<file path="src/pkg/status_input_pkg.sv">
package status_input_pkg;

    // Channel count: the status input is evaluated per channel.
    localparam int unsigned NUM_CHANNELS = 2;
    localparam int unsigned CHAN_W = 1;

    // Diagnostic text identifier for status-input overvoltage.
    localparam logic [15:0] DIAG_TEXT_OVERVOLT = 16'h8315;

    // Diagnostic message types.
    localparam logic [1:0] DIAG_TYPE_INFO = 2'h0;
    localparam logic [1:0] DIAG_TYPE_WARN = 2'h1;
    localparam logic [1:0] DIAG_TYPE_ERROR = 2'h2;

    // Reset values of the flags and LED.
    localparam logic STATUS_OK_RESET = 1'b1;
    localparam logic ERROR_FLAG_RESET = 1'b0;
    localparam logic LED_RESET = 1'b0;

    // LED colour codes.
    typedef enum logic [1:0] {
        LED_OFF = 2'h0,
        LED_RED = 2'h1
    } led_state_t;

    // Overvoltage tracking state, one-hot.
    typedef enum logic [1:0] {
        OV_IDLE = 2'b01,
        OV_ACTIVE = 2'b10
    } ov_state_t;

endpackage

</file>
<file path="src/pkg/diag_event_if.sv">
`timescale 1ns/1ns
// Carries one diagnostic event from a channel to the diagnostic formatter.
interface diag_event_if;
    import status_input_pkg::*;
    logic raise;
    logic [CHAN_W-1:0] channel;

    modport source (output raise, output channel);
    modport sink (input raise, input channel);
endinterface

</file>
<file path="src/logic/diag_record_former.sv">
`timescale 1ns/1ns
module diag_record_former (
    // Clock and reset.
    input wire logic clk,
    input wire logic rst_n,
    // Event from the channel logic.
    diag_event_if.sink evt,
    // Diagnostic record out.
    output logic diag_valid,
    output logic [1:0] diag_type,
    output logic [15:0] diag_text_id,
    output logic [status_input_pkg::CHAN_W-1:0] diag_channel
);
    import status_input_pkg::*;

    logic valid_reg, valid_next;
    logic [1:0] type_reg, type_next;
    logic [15:0] text_reg, text_next;
    logic [CHAN_W-1:0] chan_reg, chan_next;

    // Each cycle with an overvoltage onset becomes one error-type record lasting one cycle.
    always_comb begin
        valid_next = evt.raise;
        type_next = type_reg;
        text_next = text_reg;
        chan_next = chan_reg;
        if (evt.raise) begin
            type_next = DIAG_TYPE_ERROR;
            text_next = DIAG_TEXT_OVERVOLT;
            chan_next = evt.channel;
        end
    end

    always_ff @(posedge clk or negedge rst_n) begin
        if (!rst_n) begin
            valid_reg <= 1'b0;
            type_reg <= DIAG_TYPE_INFO;
            text_reg <= 16'h0000;
            chan_reg <= '0;
        end else begin
            valid_reg <= valid_next;
            type_reg <= type_next;
            text_reg <= text_next;
            chan_reg <= chan_next;
        end
    end

    assign diag_valid = valid_reg;
    assign diag_type = type_reg;
    assign diag_text_id = text_reg;
    assign diag_channel = chan_reg;
endmodule

</file>
<file path="src/logic/encoder_fault_status_input.sv">
`timescale 1ns/1ns
// What this block does
// - The status input is only evaluated while the channel is in single-channel mode.
// - A high or open status input gives a TRUE status flag and, without overvoltage, an unlit LED.
// - A low status input gives a FALSE status flag and a red LED.
// - Overvoltage on a channel's status input sets that channel's error flag.
// - Overvoltage onset emits an error-type diagnostic record with the overvoltage text id; of onsets in the same cycle, only the lowest channel's.
// - Overvoltage lights the channel's status LED red.
module encoder_fault_status_input #(
    parameter int unsigned CHANNELS = status_input_pkg::NUM_CHANNELS
) (
    // Clock and reset.
    input wire logic core_clk,
    input wire logic arst_n,
    // Configuration.
    input wire logic [CHANNELS-1:0] single_channel_mode,
    // Status input pins and comparators.
    input wire logic [CHANNELS-1:0] status_pin,
    input wire logic [CHANNELS-1:0] overvoltage_detect,
    // Status outputs.
    output logic [CHANNELS-1:0] status_ok,
    output logic [CHANNELS-1:0] status_error,
    output logic [CHANNELS-1:0] status_led_red,
    // Diagnostic record.
    output logic diagnostic_event_record_valid,
    output logic [1:0] diagnostic_event_record_type,
    output logic [15:0] diagnostic_event_record_text_id,
    output logic [status_input_pkg::CHAN_W-1:0] diagnostic_event_record_channel
);
    import status_input_pkg::*;

    // The diagnostic record names the channel in a field sized by the package; more
    // channels than that field can name would make two channels share one record.
    // Refuse such a build rather than report the wrong channel.
    if (CHANNELS < 1 || CHANNELS > (1 << CHAN_W)) begin : g_bad_channels
        $error("CHANNELS out of range for diagnostic channel field");
    end

    ////////////////////////////////////////////////////////////////////////
    // Reset release.
    logic rst_meta_reg, rst_sync_reg;

    // Asynchronous assert, synchronous release, so no flop leaves reset half a cycle apart.
    always_ff @(posedge core_clk or negedge arst_n) begin
        if (!arst_n) begin
            rst_meta_reg <= 1'b0;
            rst_sync_reg <= 1'b0;
        end else begin
            rst_meta_reg <= 1'b1;
            rst_sync_reg <= rst_meta_reg;
        end
    end

    ////////////////////////////////////////////////////////////////////////
    // Evaluation helpers.
    // Every channel uses the same small functions, so the channels cannot drift apart
    // when one of them is changed.

    // The LED is red for a faulty encoder and for overvoltage alike, so an operator looking
    // at the LED alone cannot tell the two apart; the flags do that.
    function automatic logic led_red_of(input logic pin_level, input logic over_v);
        return over_v | ~pin_level;
    endfunction

    // An onset is overvoltage seen while the tracker is still idle, which limits the
    // diagnostic records to one per overvoltage episode.
    function automatic logic is_onset(input ov_state_t state, input logic over_v);
        return (state == OV_IDLE) && over_v;
    endfunction

    // One step of the tracker: idle until overvoltage appears, active until it drops.
    // The tracker needs one sampled cycle without overvoltage before it re-arms.
    function automatic ov_state_t ov_step(input ov_state_t state, input logic over_v);
        ov_state_t nxt;
        nxt = state;
        case (state)
            OV_IDLE: begin
                if (over_v) begin
                    nxt = OV_ACTIVE;
                end
            end
            OV_ACTIVE: begin
                if (!over_v) begin
                    nxt = OV_IDLE;
                end
            end
            // An illegal code falls back to idle and may report one spurious onset.
            default: nxt = OV_IDLE;
        endcase
        return nxt;
    endfunction

    ////////////////////////////////////////////////////////////////////////
    // Status flag.
    logic [CHANNELS-1:0] ok_reg, ok_next;

    // An open line reads high through the pull-up, so only a line actively pulled low
    // reads FALSE; a broken wire therefore looks like a healthy encoder.
    always_comb begin
        for (int i = 0; i < CHANNELS; i++) begin
            if (single_channel_mode[i]) begin
                ok_next[i] = status_pin[i];
            end else begin
                ok_next[i] = STATUS_OK_RESET;
            end
        end
    end

    // The flag register only holds what the comb process computed.
    always_ff @(posedge core_clk or negedge rst_sync_reg) begin
        if (!rst_sync_reg) begin
            ok_reg <= {CHANNELS{STATUS_OK_RESET}};
        end else begin
            ok_reg <= ok_next;
        end
    end

    ////////////////////////////////////////////////////////////////////////
    // Overvoltage tracking and error flag.
    logic [CHANNELS-1:0] err_reg, err_next;
    ov_state_t ov_reg [CHANNELS];
    ov_state_t ov_next [CHANNELS];
    // One onset pulse per channel, combinational, read by the event selection below.
    logic [CHANNELS-1:0] onset;

    // The tracker turns a level into one event per onset; the error flag follows the
    // comparator itself, so it clears in the first cycle without overvoltage.
    always_comb begin
        for (int i = 0; i < CHANNELS; i++) begin
            if (single_channel_mode[i]) begin
                onset[i] = is_onset(ov_reg[i], overvoltage_detect[i]);
                ov_next[i] = ov_step(ov_reg[i], overvoltage_detect[i]);
                err_next[i] = overvoltage_detect[i];
            end else begin
                // Leaving the mode re-arms the tracker, so a channel that is enabled while
                // overvoltage stands reports it once.
                onset[i] = 1'b0;
                ov_next[i] = OV_IDLE;
                err_next[i] = ERROR_FLAG_RESET;
            end
        end
    end

    // Tracker state and error flag are registered together; no logic here.
    always_ff @(posedge core_clk or negedge rst_sync_reg) begin
        if (!rst_sync_reg) begin
            err_reg <= {CHANNELS{ERROR_FLAG_RESET}};
            for (int i = 0; i < CHANNELS; i++) begin
                ov_reg[i] <= OV_IDLE;
            end
        end else begin
            err_reg <= err_next;
            for (int i = 0; i < CHANNELS; i++) begin
                ov_reg[i] <= ov_next[i];
            end
        end
    end

    ////////////////////////////////////////////////////////////////////////
    // Status indicator LED.
    logic [CHANNELS-1:0] led_reg, led_next;

    // Overvoltage takes the LED red even with a healthy level, and it returns to the
    // level's picture in the cycle the overvoltage is gone.
    always_comb begin
        for (int i = 0; i < CHANNELS; i++) begin
            if (single_channel_mode[i]) begin
                led_next[i] = led_red_of(status_pin[i], overvoltage_detect[i]);
            end else begin
                led_next[i] = LED_RESET;
            end
        end
    end

    // The LED register only holds what the comb process computed.
    always_ff @(posedge core_clk or negedge rst_sync_reg) begin
        if (!rst_sync_reg) begin
            led_reg <= {CHANNELS{LED_RESET}};
        end else begin
            led_reg <= led_next;
        end
    end

    ////////////////////////////////////////////////////////////////////////
    // Status outputs.

    // Every output comes straight from a flip-flop, so a glitch on an input pin
    // never reaches an output between clock edges.
    assign status_ok = ok_reg;
    assign status_error = err_reg;
    assign status_led_red = led_reg;

    ////////////////////////////////////////////////////////////////////////
    // Diagnostic event selection.
    diag_event_if evt_bus ();

    // Lowest channel wins on simultaneous onsets; a second onset in the same cycle
    // is not reported, a limitation accepted for a rare coincidence.
    always_comb begin
        evt_bus.raise = |onset;
        evt_bus.channel = '0;
        for (int i = CHANNELS - 1; i >= 0; i--) begin
            if (onset[i]) begin
                evt_bus.channel = CHAN_W'(i);
            end
        end
    end

    // The record former registers the event once, so a record appears in the same cycle
    // as the error flag that it reports; its type, text and channel then hold until the
    // next onset.
    diag_record_former u_diag (
        .clk(core_clk),
        .rst_n(rst_sync_reg),
        .evt(evt_bus.sink),
        .diag_valid(diagnostic_event_record_valid),
        .diag_type(diagnostic_event_record_type),
        .diag_text_id(diagnostic_event_record_text_id),
        .diag_channel(diagnostic_event_record_channel)
    );
endmodule

</file>
<file path="config.mk">
export PLATFORM = sky130hd
export DESIGN_NAME = encoder_fault_status_input
export DESIGN_NICKNAME = d
export VERILOG_FILES = /design/src/pkg/status_input_pkg.sv /design/src/pkg/diag_event_if.sv /design/src/logic/diag_record_former.sv /design/src/logic/encoder_fault_status_input.sv
export SDC_FILE = /design/constraint.sdc
export NUM_CORES = 1
export LEC_CHECK = 0
export BUFFER_PORTS_ARGS = -buffer_cell sky130_fd_sc_hd__clkbuf_2
export CAP_MARGIN = 20
export CORE_AREA = 2 2 40 42
export CTS_BUF_LIST = sky130_fd_sc_hd__clkbuf_8
export CTS_CLUSTER_DIAMETER = 60
export DETAILED_ROUTE_END_ITERATION = 6
export DIE_AREA = 0 0 42 44
export GPL_TIMING_DRIVEN = 0
export HOLD_SLACK_MARGIN = 0.05
export PLACE_DENSITY = 0.81
export SETUP_SLACK_MARGIN = 0.2
export SYNTH_ARGS = -nofsm -noshare
export SYNTH_HDL_FRONTEND = slang
export SYNTH_SLANG_ARGS = --single-unit
</file>
<file path="constraint.sdc">
create_clock -name core_clk -period 1.1 [get_ports core_clk]
set_input_delay 0.055 -clock core_clk [delete_from_list [all_inputs] [get_ports core_clk]]
set_output_delay 0.055 -clock core_clk [all_outputs]
set_load 0.1 [all_outputs]
</file>
* After elaboration in Yosys (flattened, before gate mapping) *
Cells that the tools add are included.

cells by class
  bitwise operators = 4
  equality and inequality tests = 8
  reductions and logical operators = 5
  muxes and demuxes = 18

operators with widths
  operator              number
  $mux W2               6
  $ne A3 B3 Y1 const B  4
  $mux W1               10
  $pmux W2 S2           2
  $eq A2 B1 Y1 const B  2
  $eq A2 B2 Y1 const B  2
  $reduce_and A2 Y1     2
  $logic_and A1 B1 Y1   2
  $not A1 Y1            2
  $or A1 B1 Y1          2
  $reduce_or A2 Y1      1

storage, ports and cells
  logic and storage cells = 46
  output and inout port bits = 26
  register bits after elaboration = 16
  bits of input ports = 8

* Logic depth before layout (Yosys ltp) *
  depth in word-level cells = 5
  gate-level depth with buffers = 2
  gate-level depth less buffers = 2

* Hierarchy *
From an unflattened synthesis, not the netlist that was laid out.

second synthesis, totals
  cell total of the unflattened synthesis = 54
  area total of the unflattened synthesis = 640.6 µm²

by module, submodules not included
  module                      cells an instance  seq. area each (µm²)  area each (µm²)  times used
  encoder_fault_status_input  31                 305.3                 412.9            1
  diag_record_former          23                 75.1                  227.7            1

* Least setup slack after synthesis *
Ideal clock, no wire load.

  path type = register -> output
  from = register, netlist name u_diag.diag_text_id[0]
  to = output diagnostic_event_record_text_id[15]
  cell stages (with the launch flop) = 2
  arrival = 1,416 ps
  setup slack = -371 ps
  path buffers = 1
  required time = 1,045 ps
  cell sequence = dfrtp_1 -> buf_4

RTL lines
  what           line                              RTL
  end, declared  encoder_fault_status_input.sv:27  output logic [15:0] diagnostic_event_record_text_id,

No word-level cell between the ends.

* Worst setup path in the final report *
  from = register, netlist name u_diag.diag_text_id[0]
  to = output diagnostic_event_record_text_id[2]

No word-level cell between the ends.

==> flow_metrics.py <==
metrics = {
    "run_status": {
        "status": "finished with violations",
        "violations": "setup timing",
    },
    "final_layout": {
        "multi_input_area_sq_um": 165,
        "final_nets": 107,
        "final_cell_mix": "13 x buf_4, 12 x conb_1, 12 x clkbuf_16, 7 x clkbuf_2",
        "largest_reg_flops": 4,
        "diodes": 0,
        "n_fill_cell": 56,
        "final_common_cell": "buf_4",
        "drive_gt1_share_pct": 60.2,
        "fin_cells": 114,
        "seqCellArea_sq_um": 394,
        "area_delta_synth_final_pct": 95.6,
        "utilization_pct": 86.9,
    },
    "clock_network": {
        "cts_sinks": 15,
        "cts_max_level": 1,
        "clkTransAtPathRegs_ns": 0.06,
        "numCtsBuffers": 3,
        "cts_root_buffer": "clkbuf_8",
        "cts_tree": "done",
        "insertion_delay_ns": 0.24,
        "cts.path.max_buffers": 2,
    },
    "sta": {
        "grt_setup_unrepaired": "true",
        "setup_slack_ns": -0.0693,
        "skew_ns": 0.00104,
        "setup_viol": 7,
        "fin_crit_ns": 1.17,
        "finalCritPeriodShare_pct": 106,
        "drv_slew": 0,
        "finalSetupTns_ns": -0.447,
        "hold_violations": 0,
        "fmax_mhz": 855,
    },
    "worst_setup_path": {
        "worst-setup-path-type": "reg2out",
        "required_ns": 1.04,
        "critical_path.endpoint_type": "output port",
        "crit_arrival_ns": 1.11,
        "cp_max_fo": 8,
        "cp-start-kind": "flop",
    },
    "logic_synthesis": {
        "synth_area_sq_um": 631,
        "synth_top_area_share_pct": 43.7,
        "yosysSeqAreaShare_pct": 60.3,
        "synth_seq_cells": 15,
        "ys_top_cells_by_area": "dfrtp_1 44%, buf_4 20%, dfstp_2 17%",
        "yosysTopAreaCell": "dfrtp_1",
        "ys_types": 13,
        "syn_inst": 54,
        "avgSynthCellArea_sq_um": 11.7,
        "yosys_warnings": 0,
    },
    "die": {
        "core_sq_mm": 0.00142,
        "die-area_sq_mm": 0.00185,
        "rows": 14,
        "die-width_um": 42,
        "pin_count": 34,
        "die_h_um": 44,
        "initial_core_util_pct": 44.4,
    },
    "routing": {
        "drc": 0,
        "drtAntennaViolNets": 0,
        "totalWireLength_um": 1340,
        "vias": 466,
        "firstDrtPassIters": 4,
        "routedWlPerCell_um": 11.7,
        "avgViaCountPerCell": 4.09,
        "drtIter0Drc": 4,
    },
    "place": {
        "gp_congestion": 0.606,
        "place_ws_ns": 0.0264,
        "dp_cells": 102,
        "hpwl_um": 773,
        "portBuffers": 22,
    },
    "pwr": {
        "cellPowerDensity_mw_per_mm2": 1340,
        "p_leak_nw": 0.642,
        "ir_drop_mv": 1.03,
    },
    "global_routing": {
        "overflow": 0,
        "antenna_found_initial": 0,
        "grt_use_total_pct": 16.4,
        "grt_max_degree": 14,
        "grt_first_pass_wirelength_um": 2100,
        "grt_pass1_vias": 446,
    },
    "job": {
        "maxCapViolations": 0,
    },
    "min_path": {
        "worstHoldPathType": "in2reg",
    },
}
area by class of cell:
| cell class | instances | share of cell area, % |
|---|---|---|
| Inverter | 3 | 0.913 |
| Clock inverter | 1 | 0.304 |
| Tap cell | 16 | 1.62 |
| Clock buffer | 3 | 3.35 |
| Timing Repair Buffer | 30 | 36.3 |
| Sequential cell | 15 | 31.9 |
| Multi-Input combinational cell | 29 | 13.4 |
| Buffer | 17 | 12.2 |
critical path: stages (launching register included):
cell	delay, ns
dfrtp_4	0.54
buf_6	0.15
clkbuf_16	0.18
stage by stage:
step	power, mW	instance area [sq um]	hold slack [ns]
finish	1.65	1230	0.0653
global route	1.72	1230	0.0741
CTS	1.64	1210	0.0566
detailed placement	1.10	835	-0.157
global placement	1.10	835	-0.159
floorplan	1.05	704	-0.241
Yosys cell counts:
cell type	number
nand2_1	5
nand2b_1	2
buf_4	17
nand4b_1	2
nand3_1	2
xor2_1	2
nor2b_1	2
inv_1	3
nand3b_1	1
dfrtp_1	11
conb_1	2
dfstp_2	4
a21boi_1	1
routing by layer:
layer | vias up | wire length [um] | part of all wire (%) | GRT usage [%]
li1 | 227 | - | - | -
met1 | 213 | 490 | 37 | 16.9
met2 | 22 | 764 | 57 | 30.9
met3 | 4 | 61 | 4.6 | 2.92
met4 | 0 | 21 | 1.6 | 9.68
met5 | - | 0 | 0 | 0
report_power, final:
group | internal (mW) | switching [mW]
Combinational | 0.186 | 0.407
Clock | 0.246 | 0.171
Sequential | 0.605 | 0.0374
final timing paths:
path,startpoint,end,slack (ns),depth (start not counted)
max in group asynchronous,rst_sync_reg$_DFF_PN0_,u_diag.diag_text_id[0]$_DFFE_PN0P_,0.54,0
worst max register to register,ov_reg[2]$_DFFE_PN1P_,u_diag.diag_channel$_DFFE_PN0P_,0.10,2
worst min-delay path,status_pin[0],status_ok[0]$_DFF_PN1_,0.07,2
worst min register to register,rst_sync_reg$_DFF_PN0_,u_diag.diag_channel$_DFFE_PN0P_,0.20,0
worst max-delay path,u_diag.diag_text_id[0]$_DFFE_PN0P_,diagnostic_event_record_text_id[2],-0.07,2
min in group asynchronous,arst_n,rst_sync_reg$_DFF_PN0_,0.12,2
logic make-up (layout without fill, tap and decap cells):
logic type | Yosys count | in the layout | synth area share, %
AOI/OAI and AO/OA | 1 | 1 | 1.19
xor gates and xnor gates | 2 | 2 | 2.78
buffers and inverters | 20 | 54 | 22.0
DFF | 15 | 15 | 60.3
other | 2 | 12 | 1.19
and+or+nand+nor | 14 | 14 | 12.5
timing repair:
action / in CTS / in global routing
endpoints found under the hold margin: 6 / 0
gates cloned: 0 / 0
hold buffers: 6 / 0
pin swaps: 2 / 2
setup endpoints to repair: 19 / 22
buffers inserted: 0 / 2
resized for setup: 44 / 3
(Power assumes the default switching activity.)
